`src/hw/cip_params.svh`:
```
// constants for the core interrupt prioritizer
// assumes inclusion by cip_pkg, the top module and the testbench
`ifndef CIP_PARAMS_SVH
`define CIP_PARAMS_SVH
`define CIP_ADDR_CTRL      8'h00
`define CIP_ADDR_STATUS0   8'h04
`define CIP_ADDR_LVL_MASK  8'h08
`define CIP_ADDR_PEND      8'h0C
`define CIP_ADDR_SRC_FLAG  8'h10
`define CIP_ADDR_SRC_MASK  8'h14
`define CIP_ADDR_SW_REQ    8'h18
`define CIP_ADDR_ACK_INFO  8'h1C
`define CIP_ADDR_PERIPH_VEC 8'h20
`define CIP_ADDR_STACK_TOP 8'h24
`define CIP_ADDR_PC        8'h28
`define CIP_GID_BIT        9
`define CIP_CTRL_NMI_POL   0
`define CIP_SWREQ_VEC_CALL 31
`define CIP_SWREQ_TRAP     30
`define CIP_SWREQ_NMI      29
`define CIP_VEC_NMI        6'h24
`define CIP_VEC_TRAP       6'h22
`define CIP_PHANTOM_OFS    6'h00
`define CIP_RESP_OKAY      2'h0
`define CIP_RESP_SLVERR    2'h2
`define CIP_N_LEVELS       6
`define CIP_N_SRC          7
`define CIP_STACK_DEPTH    8
`endif

```
`src/hw/cip_pkg.sv`:
```
// types shared by the core interrupt prioritizer
// assumes cip_params.svh is on the include path
`include "cip_params.svh"
package cip_pkg;
  typedef enum logic [1:0] {
    CIP_IDLE,
    CIP_FETCH,
    CIP_RUN
  } cip_state_e;
  typedef struct packed {
    logic       valid;
    logic [5:0] vector;
    logic [3:0] rank;
    logic       sets_gid;
  } cip_ack_s;
endpackage

```
`src/hw/cip_top.sv`:
```
// core interrupt prioritizer: intake, ranking, acknowledge, stack and return
// assumes i_src_irq / i_nmi_pin / i_lvl_irq come from pins or other domains
// What this block does
// - nmi alters no mode, aborts nothing
// - nmi ignores global disable, has no mask
// - nmi blocked during nmi or reset; an edge in a fetch cycle is lost
// - nmi vectors to 24h, sets global disable
// - nmi pin polarity programmable, resets active high
// - vector call uses operand, sets disable
// - trap vectors 22h, disable unchanged
// - emulator trap via vector call or trap
// - ack pushes pc unless stack full, loads vector, fetches branch
// - any hw or call/nmi ack sets disable
// - return pops stack into program counter
// - vector slots two words apart
// - lines ranked 1..10, highest first
// - reset, resv, nmi, levels one-six, resv
// - six shared maskable core levels
// - level one shared by seven sources
// - levels 1,5,6,nmi system; 2-4 event
// - each source sets its own flag
// - flagged source forwarded only when unmasked
// - arbitration sets pending level flag
// - ack needs level mask and disable clear
// - reset clears pending, masks; sets disable
// - global disable is status bit 9
// - phantom offset when no source requests
`include "cip_params.svh"
module cip_top
  import cip_pkg::*;
#(
  parameter int N_LEVELS    = `CIP_N_LEVELS,
  parameter int N_SRC       = `CIP_N_SRC,
  parameter int STACK_DEPTH = `CIP_STACK_DEPTH
) (
  input  wire logic                I_CORE_CLK,
  input  wire logic                I_RST,
  input  wire logic                i_ext_reset_pin_n,
  input  wire logic                i_power_on_reset_pin_n,
  input  wire logic                i_nmi_pin,
  input  wire logic [N_SRC-1:0]    i_src_irq,
  input  wire logic [N_LEVELS-1:0] i_lvl_irq,
  input  wire logic                i_ret,
  input  wire logic [15:0]         i_ret_pc,
  input  wire logic                s_axi_awvalid,
  output logic                     s_axi_awready,
  input  wire logic [7:0]          s_axi_awaddr,
  input  wire logic                s_axi_wvalid,
  output logic                     s_axi_wready,
  input  wire logic [31:0]         s_axi_wdata,
  input  wire logic [3:0]          s_axi_wstrb,
  output logic                     s_axi_bvalid,
  input  wire logic                s_axi_bready,
  output logic [1:0]               s_axi_bresp,
  input  wire logic                s_axi_arvalid,
  output logic                     s_axi_arready,
  input  wire logic [7:0]          s_axi_araddr,
  output logic                     s_axi_rvalid,
  input  wire logic                s_axi_rready,
  output logic [31:0]              s_axi_rdata,
  output logic [1:0]               s_axi_rresp,
  output logic                     o_ack,
  output logic [5:0]               o_ack_vector,
  output logic                     o_fetch,
  output logic [15:0]              o_pc,
  output logic                     o_global_irq_disable
);
  initial begin
    if (N_LEVELS != `CIP_N_LEVELS || N_SRC < 1 || N_SRC > 16 || STACK_DEPTH < 2
        || STACK_DEPTH > 16) begin
      $error("cip_top: unsupported parameters");
    end
  end

  localparam int SPW = $clog2(STACK_DEPTH);
  // reset pins idle high: syncs start there so a release shows no false reset
  localparam logic [N_SRC+N_LEVELS+2:0] PIN_IDLE = {2'h3, {(N_SRC+N_LEVELS+1){1'b0}}};

  // pin inputs: three stages, change accepted once stages two and three agree
  logic [N_SRC+N_LEVELS+2:0] sy1_q, sy2_q, sy3_q, pin_q, pin_d;
  logic [N_SRC+N_LEVELS+2:0] raw;
  assign raw = {i_ext_reset_pin_n, i_power_on_reset_pin_n, i_nmi_pin, i_lvl_irq, i_src_irq};
  always_comb begin
    pin_d = pin_q;
    for (int i = 0; i <= N_SRC+N_LEVELS+2; i++) begin
      if (sy2_q[i] == sy3_q[i]) begin
        pin_d[i] = sy3_q[i];
      end
    end
  end
  always_ff @(posedge I_CORE_CLK) begin
    if (I_RST) begin
      sy1_q <= PIN_IDLE;
      sy2_q <= PIN_IDLE;
      sy3_q <= PIN_IDLE;
      pin_q <= PIN_IDLE;
    end else begin
      sy1_q <= raw;
      sy2_q <= sy1_q;
      sy3_q <= sy2_q;
      pin_q <= pin_d;
    end
  end
  logic [N_SRC-1:0]    src_lvl;
  logic [N_LEVELS-1:0] lvl_lvl;
  logic                nmi_raw, rst_any;
  assign src_lvl = pin_q[N_SRC-1:0];
  assign lvl_lvl = pin_q[N_SRC+N_LEVELS-1:N_SRC];
  assign nmi_raw = pin_q[N_SRC+N_LEVELS];
  // both reset pins fixed active low
  assign rst_any = I_RST | ~pin_q[N_SRC+N_LEVELS+1] | ~pin_q[N_SRC+N_LEVELS+2];

  // register and control state
  logic [31:0]         ctrl_q, ctrl_d;
  logic                gid_q, gid_d;
  logic [N_LEVELS-1:0] lmask_q, lmask_d, pend_q, pend_d;
  logic [N_SRC-1:0]    sflag_q, sflag_d, smask_q, smask_d, src_prev_q;
  logic                nmi_prev_q, nmi_busy_q, nmi_busy_d;
  logic [31:0]         swreq_q, swreq_d;
  cip_ack_s            last_q, last_d;
  logic [5:0]          pvec_q, pvec_d;
  logic [15:0]         pc_q, pc_d;
  logic [15:0]         stk_q [STACK_DEPTH];
  logic [15:0]         stk_d [STACK_DEPTH];
  logic [SPW:0]        sp_q, sp_d;
  cip_state_e          st_q, st_d;
  logic                ack_q, ack_d, fetch_q, fetch_d;
  logic [5:0]          ackv_q, ackv_d;
  logic                nmi_type_q, nmi_type_d;

  // axi-lite slave: single outstanding write and read
  logic        aw_q, aw_d, w_q, w_d, bv_q, bv_d, ar_q, ar_d, rv_q, rv_d;
  logic [7:0]  awa_q, awa_d, ara_q, ara_d;
  logic [31:0] wd_q, wd_d, rd_q, rd_d;
  logic [1:0]  br_q, br_d, rr_q, rr_d;
  logic [3:0]  ws_q, ws_d;
  logic        wr_go, rd_go;
  assign wr_go = aw_q & w_q & ~bv_q;
  assign rd_go = ar_q & ~rv_q;

  // nmi pin with programmable polarity
  logic nmi_pin_act, nmi_edge, nmi_req;
  assign nmi_pin_act = nmi_raw ^ ctrl_q[`CIP_CTRL_NMI_POL];
  assign nmi_edge    = nmi_pin_act & ~nmi_prev_q;
  logic sw_call, sw_trap, sw_nmi;
  assign sw_call = swreq_q[`CIP_SWREQ_VEC_CALL];
  assign sw_trap = swreq_q[`CIP_SWREQ_TRAP];
  assign sw_nmi  = swreq_q[`CIP_SWREQ_NMI];
  // no mask, no global disable; locked by nmi service or reset, lost in a fetch cycle
  assign nmi_req = (nmi_edge | sw_nmi) & ~nmi_busy_q;

  // source flags gated by own masks, lowest index ranks highest
  logic [N_SRC-1:0] src_fwd;
  assign src_fwd = sflag_q & smask_q;
  logic [N_LEVELS-1:0] lvl_take;
  // level one: arbitrated local sources; others straight from the event
  // manager and system module lines
  assign lvl_take = {lvl_lvl[N_LEVELS-1:1], |src_fwd};
  logic [N_LEVELS-1:0] lvl_ok;
  // level needs its mask bit and global disable clear
  assign lvl_ok = pend_q & lmask_q & {N_LEVELS{~gid_q}};

  always_comb begin
    ctrl_d = ctrl_q;
    gid_d = gid_q;
    lmask_d = lmask_q;
    pend_d = pend_q;
    sflag_d = sflag_q;
    smask_d = smask_q;
    swreq_d = '0;
    last_d = last_q;
    pvec_d = pvec_q;
    pc_d = pc_q;
    sp_d = sp_q;
    stk_d = stk_q;
    st_d = st_q;
    ack_d = 1'b0;
    fetch_d = 1'b0;
    ackv_d = ackv_q;
    nmi_busy_d = nmi_busy_q;
    nmi_type_d = nmi_type_q;
    aw_d = aw_q | s_axi_awvalid;
    w_d = w_q | s_axi_wvalid;
    awa_d = aw_q ? awa_q : s_axi_awaddr;
    wd_d = w_q ? wd_q : s_axi_wdata;
    ws_d = w_q ? ws_q : s_axi_wstrb;
    bv_d = bv_q & ~s_axi_bready;
    br_d = br_q;
    ar_d = ar_q | s_axi_arvalid;
    ara_d = ar_q ? ara_q : s_axi_araddr;
    rv_d = rv_q & ~s_axi_rready;
    rd_d = rd_q;
    rr_d = rr_q;

    // software writes; hardware sets below win over clears
    if (wr_go) begin
      aw_d = 1'b0;
      w_d = 1'b0;
      bv_d = 1'b1;
      br_d = `CIP_RESP_OKAY;
      case (awa_q)
        `CIP_ADDR_CTRL: if (ws_q[0]) ctrl_d[7:0] = wd_q[7:0];
        `CIP_ADDR_STATUS0: if (ws_q[1]) gid_d = wd_q[`CIP_GID_BIT];
        `CIP_ADDR_LVL_MASK: lmask_d = wd_q[N_LEVELS-1:0];
        `CIP_ADDR_PEND: pend_d = pend_q & ~wd_q[N_LEVELS-1:0];
        `CIP_ADDR_SRC_FLAG: sflag_d = sflag_q & ~wd_q[N_SRC-1:0];
        `CIP_ADDR_SRC_MASK: smask_d = wd_q[N_SRC-1:0];
        `CIP_ADDR_SW_REQ: swreq_d = wd_q;
        default: br_d = `CIP_RESP_SLVERR;
      endcase
    end

    // per-source flag on rising request
    sflag_d = sflag_d | (src_lvl & ~src_prev_q);
    // arbitration winner sets pending level
    pend_d = pend_d | lvl_take;

    if (rd_go) begin
      ar_d = 1'b0;
      rv_d = 1'b1;
      rr_d = `CIP_RESP_OKAY;
      rd_d = '0;
      case (ara_q)
        `CIP_ADDR_CTRL: rd_d = ctrl_q;
        `CIP_ADDR_STATUS0: rd_d[`CIP_GID_BIT] = gid_q;
        `CIP_ADDR_LVL_MASK: rd_d[N_LEVELS-1:0] = lmask_q;
        `CIP_ADDR_PEND: rd_d[N_LEVELS-1:0] = pend_q;
        `CIP_ADDR_SRC_FLAG: rd_d[N_SRC-1:0] = sflag_q;
        `CIP_ADDR_SRC_MASK: rd_d[N_SRC-1:0] = smask_q;
        `CIP_ADDR_ACK_INFO: rd_d[11:0] = {last_q.sets_gid, last_q.rank, last_q.vector, last_q.valid};
        `CIP_ADDR_PERIPH_VEC: begin
          // reading the vector resets it to the phantom offset
          rd_d[5:0] = pvec_q;
          pvec_d = `CIP_PHANTOM_OFS;
        end
        `CIP_ADDR_STACK_TOP: rd_d[15:0] = (sp_q != '0) ? stk_q[sp_q[SPW-1:0]-1'b1] : 16'h0000;
        `CIP_ADDR_PC: rd_d[15:0] = pc_q;
        default: rr_d = `CIP_RESP_SLVERR;
      endcase
    end

    // acknowledge engine; nmi does not wait for the current routine
    if (st_q == CIP_FETCH) begin
      // fetch the branch held at the vector slot
      fetch_d = 1'b1;
      pc_d = pc_q + 16'h0002; // two-word branch per slot
      st_d = CIP_RUN;
    end else begin
      // fixed core ranking: nmi 3, levels 4..9 in order
      logic took;
      logic [5:0] vec;
      logic [3:0] rk;
      logic setg;
      took = 1'b0;
      vec = 6'h00;
      rk = 4'h0;
      setg = 1'b1;
      if (nmi_req) begin
        took = 1'b1;
        vec = `CIP_VEC_NMI;
        rk = 4'h3;
        nmi_busy_d = 1'b1;
      end else if (sw_call) begin
        // operand picks any vector incl. user and emulator trap
        took = 1'b1;
        vec = {swreq_q[4:0], 1'b0};
        rk = 4'h0;
      end else if (sw_trap) begin
        took = 1'b1;
        vec = `CIP_VEC_TRAP;
        setg = 1'b0;
      end else if (|lvl_ok) begin
        for (int l = N_LEVELS-1; l >= 0; l--) begin
          if (lvl_ok[l]) begin
            vec = 6'((l + 1) * 2);
            rk = 4'(l + 4);
          end
        end
        took = 1'b1;
        for (int l = 0; l < N_LEVELS; l++) begin
          if (lvl_ok[l] && rk == 4'(l + 4)) begin
            pend_d[l] = 1'b0;
          end
        end
        if (rk == 4'h4) begin
          // peripheral offset of highest flagged source or phantom
          pvec_d = `CIP_PHANTOM_OFS;
          for (int s = N_SRC-1; s >= 0; s--) begin
            if (src_fwd[s]) pvec_d = 6'(s + 1);
          end
          for (int s = 0; s < N_SRC; s++) begin
            // a fresh edge in the ack cycle keeps its flag
            if (src_fwd[s] && pvec_d == 6'(s + 1)) sflag_d[s] = src_lvl[s] & ~src_prev_q[s];
          end
        end
      end
      if (took) begin
        // push return pc, load vector address
        if (sp_q != STACK_DEPTH[SPW:0]) begin
          stk_d[sp_q[SPW-1:0]] = pc_q;
          sp_d = sp_q + 1'b1;
        end
        pc_d = {10'h000, vec};
        if (setg) gid_d = 1'b1;
        ack_d = 1'b1;
        ackv_d = vec;
        nmi_type_d = (vec == `CIP_VEC_NMI);
        last_d = '{valid: 1'b1, vector: vec, rank: rk, sets_gid: setg};
        st_d = CIP_FETCH;
      end else if (i_ret && sp_q != '0) begin
        // pop return address into pc
        pc_d = stk_q[sp_q[SPW-1:0]-1'b1];
        sp_d = sp_q - 1'b1;
        if (nmi_type_q) nmi_busy_d = 1'b0;
        nmi_type_d = 1'b0;
        st_d = CIP_IDLE;
      end else if (st_q == CIP_RUN) begin
        pc_d = i_ret_pc;
      end
    end
  end

  always_ff @(posedge I_CORE_CLK) begin
    if (rst_any) begin
      // reset state: pending and masks clear, global disable set
      ctrl_q <= '0;
      gid_q <= 1'b1;
      lmask_q <= '0;
      pend_q <= '0;
      sflag_q <= '0;
      smask_q <= '0;
      swreq_q <= '0;
      last_q <= '0;
      pvec_q <= `CIP_PHANTOM_OFS;
      pc_q <= 16'h0000;
      sp_q <= '0;
      for (int k = 0; k < STACK_DEPTH; k++) stk_q[k] <= 16'h0000;
      st_q <= CIP_IDLE;
      ack_q <= 1'b0;
      fetch_q <= 1'b0;
      ackv_q <= 6'h00;
      nmi_busy_q <= 1'b0;
      nmi_type_q <= 1'b0;
      nmi_prev_q <= 1'b0;
      src_prev_q <= '0;
    end else begin
      ctrl_q <= ctrl_d;
      gid_q <= gid_d;
      lmask_q <= lmask_d;
      pend_q <= pend_d;
      sflag_q <= sflag_d;
      smask_q <= smask_d;
      swreq_q <= swreq_d;
      last_q <= last_d;
      pvec_q <= pvec_d;
      pc_q <= pc_d;
      sp_q <= sp_d;
      stk_q <= stk_d;
      st_q <= st_d;
      ack_q <= ack_d;
      fetch_q <= fetch_d;
      ackv_q <= ackv_d;
      nmi_busy_q <= nmi_busy_d;
      nmi_type_q <= nmi_type_d;
      nmi_prev_q <= nmi_pin_act;
      src_prev_q <= src_lvl;
    end
  end

  // bus state resets only on the bus reset, keeping handshakes coherent
  always_ff @(posedge I_CORE_CLK) begin
    if (I_RST) begin
      aw_q <= 1'b0;
      w_q <= 1'b0;
      bv_q <= 1'b0;
      ar_q <= 1'b0;
      rv_q <= 1'b0;
      awa_q <= 8'h00;
      ara_q <= 8'h00;
      wd_q <= 32'h0000_0000;
      ws_q <= 4'h0;
      rd_q <= 32'h0000_0000;
      br_q <= `CIP_RESP_OKAY;
      rr_q <= `CIP_RESP_OKAY;
    end else begin
      aw_q <= aw_d;
      w_q <= w_d;
      bv_q <= bv_d;
      ar_q <= ar_d;
      rv_q <= rv_d;
      awa_q <= awa_d;
      ara_q <= ara_d;
      wd_q <= wd_d;
      ws_q <= ws_d;
      rd_q <= rd_d;
      br_q <= br_d;
      rr_q <= rr_d;
    end
  end

  assign s_axi_awready = ~aw_q;
  assign s_axi_wready  = ~w_q;
  assign s_axi_bvalid  = bv_q;
  assign s_axi_bresp   = br_q;
  assign s_axi_arready = ~ar_q;
  assign s_axi_rvalid  = rv_q;
  assign s_axi_rdata   = rd_q;
  assign s_axi_rresp   = rr_q;
  assign o_ack         = ack_q;
  assign o_ack_vector  = ackv_q;
  assign o_fetch       = fetch_q;
  assign o_pc          = pc_q;
  assign o_global_irq_disable = gid_q;
endmodule

```
`config.mk`:
```
export PLATFORM = sky130hd
export DESIGN_NAME = cip_top
export DESIGN_NICKNAME = d
export VERILOG_FILES = /design/src/hw/cip_pkg.sv /design/src/hw/cip_top.sv
export VERILOG_INCLUDE_DIRS = /design/src /design/src/hw
export SDC_FILE = /design/constraint.sdc
export NUM_CORES = 1
export LEC_CHECK = 0
export ABC_AREA = 1
export BUFFER_PORTS_ARGS = -buffer_cell sky130_fd_sc_hd__clkbuf_2
export CORE_MARGIN = 2
export CORE_UTILIZATION = 49
export DETAILED_ROUTE_END_ITERATION = 8
export GPL_TIMING_DRIVEN = 0
export PLACE_DENSITY = 0.8
export SLEW_MARGIN = 0
export SYNTH_ARGS = -nofsm -noshare
export SYNTH_HDL_FRONTEND = slang
export SYNTH_SLANG_ARGS = --single-unit
```
`constraint.sdc`:
```
create_clock -name I_CORE_CLK -period 2.6 [get_ports I_CORE_CLK]
set_input_delay 0.26 -clock I_CORE_CLK [delete_from_list [all_inputs] [get_ports I_CORE_CLK]]
set_output_delay 0.26 -clock I_CORE_CLK [all_outputs]
set_load 0.01 [all_outputs]
```
=== After elaboration in Yosys (flattened, before gate mapping) ===
Cells that the tools add are included.

* Register bits: 385
* Input bits: 92
* Output and inout bits: 66

* Add/subtract/negate cells: 4
* Magnitude comparators: 3
* Eq/ne operators: 48
* Mux-type cells: 125
* Bitwise gates (word level): 56
* Reductions and logical operators: 36

{| class="wikitable"
|+ Operators by type and width
! operator !! number
|-
| 2-to-1 mux 6 bit || 37
|-
| bitwise mux 128 bit || 1
|-
| 2-to-1 mux 16 bit || 8
|-
| 2-to-1 mux 4 bit || 19
|-
| 2-to-1 mux 7 bit || 8
|-
| case mux 6 bit (9 select lines) || 1
|-
| binary-select mux 16 bit (select 3 bit) || 1
|-
| demux 16 bit (select 3 bit) || 1
|-
| equality test 8 x 5 -> 1 bit, second input constant || 6
|-
| 2-to-1 mux 1 bit || 38
|-
| equality test 8 x 4 -> 1 bit, second input constant || 4
|-
| equality test 6 x 3 -> 1 bit, second input constant || 4
|-
| equality test 8 x 6 -> 1 bit, second input constant || 3
|-
| inverter 1 bit || 22
|-
| AND 7 bit || 3
|-
| AND 6 bit || 3
|-
| adder 16 x 2 -> 16 bit, second input constant || 1
|-
| equality test 4 x 3 -> 1 bit, second input constant || 4
|-
| equality test 8 x 3 -> 1 bit, second input constant || 2
|-
| zero test 8 bit || 2
|-
| equality test 1 bit || 15
|-
| logical AND 1 bit || 15
|-
| AND 1 bit || 14
|-
| inverter 7 bit || 2
|-
| other kinds (36) || 58
|}

=== Logic depth before layout (Yosys ltp) ===
Gate-level depths: netlist of run 1.

* Depth in word-level cells: 29
* Gate-level depth with buffers: 17

=== Worst setup path after synthesis of run 1 ===
OpenSTA, ideal clock, no wires.

* Path type: register to register
* From: register sp_q[0]
* To: register pc_q[7] (netlist: o_pc[7])
* Arrival: 2.332 ns
* Data required time: 2.483 ns
* Path slack: 0.151 ns
* Stages on the path, launching flop included: 13
* Path buffers: 3
* Clock period less this slack: 2.449 ns
* Path through: dfxtp_1 > inv_1 > clkbuf_1 > clkbuf_1 > ha_1 > nand2_1 > nor2_1 > nor2_1 > a21oi_1 > nand3_2 > clkbuf_1 > o21ai_0 > nor2_1

* Cells in the longest elaborated chain, start to end: 8

{| class="wikitable"
|+ RTL lines
! element !! line !! RTL
|-
| start, declared || cip_top.sv:125 || <nowiki>logic [SPW:0] sp_q, sp_d;</nowiki>
|-
| start signal, assigned || cip_top.sv:357 || <nowiki>sp_q <= sp_d;</nowiki>
|-
| subtractor 3 x 1 -> 3 bit || cip_top.sv:312 || <nowiki>pc_d = stk_q[sp_q[SPW-1:0]-1'b1];</nowiki>
|-
| inverter 3 -> 4 bit (not written as such) || cip_top.sv:312 ||
|-
| binary-select mux 16 bit (select 3 bit) || cip_top.sv:312 ||
|-
| 2-to-1 mux 16 bit (not written as such) (2 in a row) || cip_top.sv:312 ||
|-
| 2-to-1 mux 16 bit || cip_top.sv:310 || <nowiki>end else if (i_ret && sp_q != '0) begin</nowiki>
|-
| 2-to-1 mux 16 bit || cip_top.sv:297 || <nowiki>if (took) begin</nowiki>
|-
| 2-to-1 mux 16 bit || cip_top.sv:243 || <nowiki>if (st_q == CIP_FETCH) begin</nowiki>
|-
| end signal, assigned || cip_top.sv:356 || <nowiki>pc_q <= pc_d;</nowiki>
|-
| end, declared || cip_top.sv:122 || <nowiki>logic [15:0] pc_q, pc_d;</nowiki>
|}

Several ways; a longest one is shown, not always the timed one. The select of a mux whose other input is x is not followed.
A chain may end at the register's enable or synchronous reset.

=== Final worst setup path of run 1 ===
* From: input port I_RST
* To: register pc_q[14] (netlist: o_pc[14])

* Cells in the longest elaborated chain, start to end: 2

{| class="wikitable"
|+ RTL lines
! element !! line !! RTL
|-
| start, declared || cip_top.sv:37 || <nowiki>input wire logic I_RST,</nowiki>
|-
| OR 1 bit (2 in a row) || cip_top.sv:111 || <nowiki>assign rst_any = I_RST | ~pin_q[N_SRC+N_LEVELS+1] | ~pin_q[N_SRC+N_LEVELS+2];</nowiki>
|}

Every way passes these cells.

==> results of run 1 <==
metrics by stage:
step	setup TNS (ns)	instance area (um2)	util [%]	hold slack [ns]
global placement	-53.70	16800	53.3	0.394
CTS	0	18400	58.4	0.000148
global route	-0.000433	18500	58.6	0.0129
finish	0	18500	58.6	0.00227
floorplan	0	15700	-	0.364
detailed placement	-63.91	16800	53.3	0.396
cell type report:
| type | count | area [um2] |
|---|---|---|
| plain buffers | 151 | 878 |
| clock buffers | 51 | 1080 |
| clock inverters | 16 | 185 |
| fillers | 2987 | 13100 |
| inverters | 226 | 857 |
| multi-input cells | 1554 | 7370 |
| flip-flops and latches | 335 | 6710 |
| well taps | 402 | 503 |
| repair buffers | 149 | 916 |
flip-flops by register name (all words and copies together) (netlist names), 2 cells and up:
| name | count |
|---|---|
| ws_q | 2 |
| o_pc | 16 |
| sy2_q | 15 |
| pvec_q | 6 |
| st_q | 2 |
| last_q | 6 |
| sy3_q | 15 |
| s_axi_rdata | 16 |
| sy1_q | 15 |
| awa_q | 8 |
| smask_q | 7 |
| ctrl_q | 8 |
| pin_q | 15 |
| sflag_q | 7 |
| wd_q | 12 |
| sp_q | 4 |
| o_ack_vector | 5 |
| ara_q | 8 |
| lmask_q | 6 |
| src_prev_q | 7 |
| pend_q | 6 |
| swreq_q | 8 |
| stk_q | 128 |
synthesized netlist by cell type, types with 2 or more instances:
library cell / n
clkbuf_1: 73
a21oi_1: 171
nand3_1: 101
buf_1: 10
nor3_1: 21
nand2_2: 29
nor2_4: 2
nor2_1: 339
nand4_1: 66
or2_2: 8
a31oi_1: 8
nand3_4: 10
buf_8: 4
inv_2: 3
o21ai_0: 135
inv_1: 220
o21a_1: 2
a211oi_1: 18
buf_4: 28
nor4_2: 2
xnor2_1: 4
a21oi_2: 28
buf_6: 11
o21ai_1: 4
nand3_2: 8
o211ai_1: 19
ha_1: 4
inv_4: 2
buf_2: 27
nand2_1: 537
o31ai_1: 3
o22ai_1: 6
dfxtp_1: 335
kinds of logic after synthesis:
logic type	count (synthesis)	share of synthesized area [%]
buffers and inverters	380	10.9
xor gates and xnor gates	4	0.224
adders and majority gates	5	0.447
DFF	335	42.8
other	1	0.0239
AOI/OAI and AO/OA	398	14.2
and+or+nand+nor	1128	31.3
layer usage:
metal	share of wire, %	routed length [um]	vias up
li1	-	-	7601
met1	39	21700	7320
met2	45	25200	899
met3	8.3	4640	244
met4	8.1	4540	0
met5	0	0	-
placed cells by master (no fill, tap or decap), types with 21 or more instances in the layout:
cell and n:
nand2_2 30, o21ai_0 135, nand4_1 66, buf_4 31, clkbuf_2 123, buf_2 29, clkbuf_1 63, clkbuf_16 38
a21oi_2 28, dlygate4sd3_1 33, nand3_1 101, nor2_1 338, nand2_1 536, inv_1 219, dfxtp_1 333, nor3_1 21
a21oi_1 170
report_power, final:
group / internal, mW / switching [mW] / leakage [nW]
Clock: 3.23 / 2.21 / 0.634
Combinational: 1.34 / 3.87 / 5.02
Sequential: 5.36 / 0.232 / 2.72
Total: 9.93 / 6.31 / 8.38
how the worst min path moves through the flow:
stage                                 from        end  slack [ns]  cells past startpoint
floorplan           i_power_on_reset_pin_n  sy1_q[14]        0.36                      1
finish                      s_axi_wdata[0]    wd_q[0]       0.002                      3
global route               s_axi_awaddr[2]   awa_q[2]        0.01                      3
global placement                  sy1_q[2]   sy2_q[2]        0.39                      2
detailed placement                sy1_q[2]   sy2_q[2]        0.40                      2
CTS                         s_axi_wdata[0]    wd_q[0]      0.0001                      3
repair_timing:
action,in CTS,in global routing
endpoints found under the setup margin,164,68
resized for setup,14,25
buffers inserted,1,1
endpoints found under the hold margin,33,0
hold buffers,33,0
pin swaps,0,3
cloned,0,0
worst max-delay path, cell delays in order:
cell and delay, ns:
buf_2 0.15, inv_1 0.38, nand3_1 0.29, inv_1 0.75, clkbuf_1 0.83, o21ai_1 0.17, nor2_1 0.17
==> metrics.md, run 1 <==
| Metric | Value |
|---|---|
| Status | complete, no violations |
| Crit path required time | 3.07 ns |
| Crit path to | o_pc[14] |
| CP arrival | 3.01 ns |
| Final setup fails | 0 |
| Drt initial violations | 1843 |
| Die area | 0.0334 mm2 |
| Die Ht | 183 um |
| Period utilisation layout | 98.0% |
| Post-DP HPWL | 41200 um |
| Async SR Flop Fraction | 0% |
| Leak | 8.38 nW |
| NumNets Final | 2551 |
| Gr busiest metal | met2 |
| GPL Wtd Cong | 0.989 |
| FF-to-FF Start | pin_q[14] |
| Vias per cell | 5.57 |
| Cell count of the worst reg-to-reg path | 5 |
| Yosys warnings | 0 |
| Area Overhead vs Synth | 18.0% |
| Least-Margin Pin Slew | 1.09 ns |
| Largest area contributor in the netlist | dfxtp_1 |
| CTS Buffer Depth | 3 |
| Max FO, Critical Path | 13 |
| Starting Density | 49.7% |
| Clk_skew | 0.0237 ns |
| Post-Syn Instances | 2251 |
| Synth area leaders | dfxtp_1 (43%), nand2_1 (13%), nor2_1 (8.1%) |
| Total global routing track utilization | 33.0% |
| Critical path class | input pin to register |
| Final hold vios | 0 |
| Power Density | 878 mW/mm2 |
| GR Layer Usage met1 | 40.0% |
| Worst reg2reg setup slack | 0.06 ns |
| Critical Path Source | I_RST |
| Ant diodes | 0 |
| #FFs+latches synth | 335 |
| Vias in the first global route | 15313 |
| Share of post-route cells with drive strength above 1 | 14.7% |
| Met3 Use GR | 4.25% |
| Total power draw | 16.2 mW |
| Sequential area share after synthesis | 42.8% |
| First-pass DRT Iterations | 6 |
| Top_reg_cell synth | dfxtp_1 |
| DRC | 0 |
| FMAX | 0.393 GHz |
| Initial antenna violation count | 0 |
| CP startpoint kind | input pin |
| Synthesized area | 0.0157 mm2 |
| TritonCTS Buffers | 37 |
| Worst-Skew Late Latency | 0.55 ns |
| VDD IR max | 0.608 mV |
| Placed instance count | 2785 |
| I/O Buffers | 114 |
| # rows | 65 |
| Post-DRT Antenna Nets | 0 |
| Post-Route WL | 56000 um |
| Share of the synthesized area in the top cell type | 42.8% |
| Syn Area/Cell | 6.96 um2 |
| TritonCTS clock tree | yes |
| CTS clk-pin slew, worst paths | 0.06 ns |
| FF-to-FF End | o_pc[14] |
| Worst setup margin | 0.0528 ns |
| Met2 usage | 54.7% |
| Core area | 0.0316 mm2 |
| Max-Cap Viols | 0 |
| Unique masters post-synth | 46 |
| Hold Path Class | input pin to register |
| Grt ovf | 0 |
| TritonCTS Sinks | 335 |
| CTS root buffer | clkbuf_16 |
| Die W | 183 um |
| Clock H-tree levels | 2 |
| Finished Layout Cells | 2884 |
| Nature of the critical path endpoint | register |
| Largest net degree at the start of global routing | 15 |
| Post-layout min period | 2.55 ns |
| Slew margin rel. | 27.5% |
| Number of max-slew violations in the final report | 0 |
| First-pass GRT wire length | 84600 um |
| Routed via count | 16064 |
| IO Count | 158 |
| Post-DR wirelength/cell | 19.4 um |
| Post-synth EDFFs | 0 |
| Post-Place Setup Slack | -1.07 ns |
Power figures use the tool's default switching activity.
==> run 2, diff against run 1 <==
--- a/config.mk
+++ b/config.mk
@@ -8,7 +8,7 @@
 export LEC_CHECK = 0
 export ABC_AREA = 1
 export BUFFER_PORTS_ARGS = -buffer_cell sky130_fd_sc_hd__clkbuf_2
-export CORE_MARGIN = 2
+export CORE_MARGIN = 5
 export CORE_UTILIZATION = 49
 export DETAILED_ROUTE_END_ITERATION = 8
 export GPL_TIMING_DRIVEN = 0
==> constraint.sdc (replaced) <==
create_clock -name I_CORE_CLK -period 2.6 [get_ports I_CORE_CLK]
set_input_delay 0.26 -clock I_CORE_CLK [delete_from_list [all_inputs] [get_ports I_CORE_CLK]]
set_output_delay 0.26 -clock I_CORE_CLK [all_outputs]
set_load 0.1 [all_outputs]
==> run 2 against run 1 <==
- largest cell class unchanged
- critical path depth increased by 5
- final cell count shrank 0.24%
- die area increased by 6.7%
==> metrics.md, run 2 (synthesis results as in run 1) <==
| Metric | Value |
|---|---|
| Ant diodes | 0 (unchanged) |
| Vias per cell | 5.56 (-0.17%) |
| VDD IR max | 0.545 mV (-10%) |
| Hold Path Class | input pin to register |
| Post-layout min period | 2.50 ns (-0.0428 ns) |
| Leak | 8.28 nW (-1.2%) |
| Core area | 0.0316 mm2 (unchanged) |
| Area Overhead vs Synth | 17.1% |
| Share of post-route cells with drive strength above 1 | 14.3% (-0.40 points) |
| Post-Route WL | 53500 um (-4.4%) |
| Max reg flops | 128 (unchanged) |
| Finished Layout Cells | 2877 (-0.24%) |
| Largest Register | stk_q |
| Post-DP HPWL | 39400 um (-4.4%) |
| Total power draw | 16.7 mW (+2.7%) |
| TritonCTS Sinks | 335 (unchanged) |
| Period utilisation layout | 96.3% (-1.6 points) |
| Slew margin rel. | 23.4% (-4.1 points) |
| GPL Wtd Cong | 1.06 (+7.2%) |
| First-pass GRT wire length | 82300 um (-2.6%) |
| Grt ovf | 0 (unchanged) |
| CTS root buffer | clkbuf_16 |
| DRC | 0 (unchanged) |
| Total global routing track utilization | 29.0% (-4.0 points) |
| Drt initial violations | 1750 (-5.0%) |
| Routed met1 length | 20300 um (-6.4%) |
| Worst-Skew Late Latency | 0.54 ns (about the same) |
| Initial antenna violation count | 0 (unchanged) |
| Critical path class | register to register |
| Die Ht | 189 um (+3.3%) |
| TritonCTS clock tree | yes |
| FMAX | 0.399 GHz (+1.7%) |
| Number of max-slew violations in the final report | 0 (unchanged) |
| Post-DRT Antenna Nets | 0 (unchanged) |
| Final hold vios | 0 (unchanged) |
| RSZ-0062 raised after global routing | false |
| DR WL met3 | 5540 um (+19%) |
| Status | complete, no violations |
| I/O Buffers | 114 (unchanged) |
| Starting Density | 49.7% (unchanged) |
| Setup tns final | 0 ns (unchanged) |
| # rows | 65 (unchanged) |
| Worst reg2reg setup slack | 0.1 ns (+0.04 ns) |
| Most common cell after layout, fill and taps aside | nand2_1 |
| Commonest cells after routing, fill and taps aside | nand2_1 (536), nor2_1 (339), dfxtp_1 (334) |
| Placed instance count | 2785 (unchanged) |
| Largest net degree at the start of global routing | 15 (unchanged) |
| Final setup fails | 0 (unchanged) |
| First-pass DRT Iterations | 6 (unchanged) |
| CP startpoint kind | register |
| IO Count | 158 (unchanged) |
| CP arrival | 2.94 ns (-0.07 ns) |
| Clock H-tree levels | 2 (unchanged) |
| Max Used Layer | met4 |
| TritonCTS Buffers | 36 (-2.7%) |
| Fillcell total | 2851 (-4.6%) |
| Least-Margin Pin Slew | 1.15 ns (+0.0620 ns) |
| Post-DR wirelength/cell | 18.6 um (-4.2%) |
| Met2 Routed Length | 24000 um (-4.6%) |
| Die W | 189 um (+3.3%) |
| Die area | 0.0357 mm2 (+6.7%) |
| Crit path required time | 3.03 ns (-0.04 ns) |
| Vias in the first global route | 15271 (-0.27%) |
| CTS clk-pin slew, worst paths | 0.06 ns (about the same) |
| Routed via count | 15997 (-0.42%) |
| Max FO, Critical Path | 21 (+8) |
| Final hold slack | 0.0118 ns (+0.00950 ns) |
| Max-Cap Viols | 0 (unchanged) |
| Nature of the critical path endpoint | register |
| Clk_skew | 0.0137 ns (-0.0101 ns) |
| CTS Buffer Depth | 3 (unchanged) |
| Power Density | 910 mW/mm2 (+3.6%) |
| NumNets Final | 2546 (-0.20%) |
run 2: metrics by stage:
step	util, %	worst slack, ns	instance area (um2)
6_report	58.1	0.0956	18300
5_1_grt	58.1	0.00170	18300
4_1_cts	58.1	0.0112	18300
3_5_place_dp	53.3	-0.961	16800
3_3_place_gp	53.3	-0.887	16800
2_1_floorplan	-	0.151	15700
run 2: routing by layer:
metal / vias up / GRT usage [%]
met3: 211 / 5.78
met2: 916 / 47.3
li1: 7599 / -
met4: 0 / 16.3
met5: - / 0
met1: 7271 / 35.8
run 2: path summary, 6_finish.rpt:
path                                      from              to  depth (start not counted)
worst max-delay path                   sp_q[0]  s_axi_rdata[0]                         12
worst min-delay path            s_axi_wdata[5]         wd_q[5]                          3
worst max register to register         sp_q[0]  s_axi_rdata[0]                         12
worst min register to register        sy1_q[6]        sy2_q[6]                          2
run 2: critical path: stages (launching register included):
cell,delay [ns]
dfxtp_1,0.41
inv_4,0.15
ha_2,0.42
clkbuf_1,0.46
a21oi_1,0.09
o21ai_0,0.12
nand2_1,0.08
nand2_1,0.11
nand2_1,0.13
nand2_1,0.16
nand3_1,0.10
nand2_1,0.11
nand2_1,0.06
run 2: final cells by class:
class	instances	area, um2	area share [%]
inverter	226	856	4.67
timing repair buffer	146	888	4.84
tap	402	503	2.74
sequential	335	6710	36.6
clock inverter	20	196	1.07
buffer	150	860	4.69
clock buffer	44	981	5.35
multi-input combinational	1554	7350	40.1
run 2: power by group:
group	leakage, nW	internal (mW)	total, mW	switching (mW)
clock network	0.573	2.92	5.13	2.21
logic	4.99	1.28	5.97	4.69
registers	2.72	5.36	5.59	0.233
total	8.28	9.56	16.7	7.13
run 2: repair_timing:
action | 4_1_cts | 5_1_grt
setup endpoints to repair | 159 | 70
pin swaps | 0 | 1
gates cloned | 0 | 0
buffers inserted | 0 | 1
gates resized for setup | 14 | 9
hold endpoints to repair | 31 | 0
hold buffers | 31 | 0
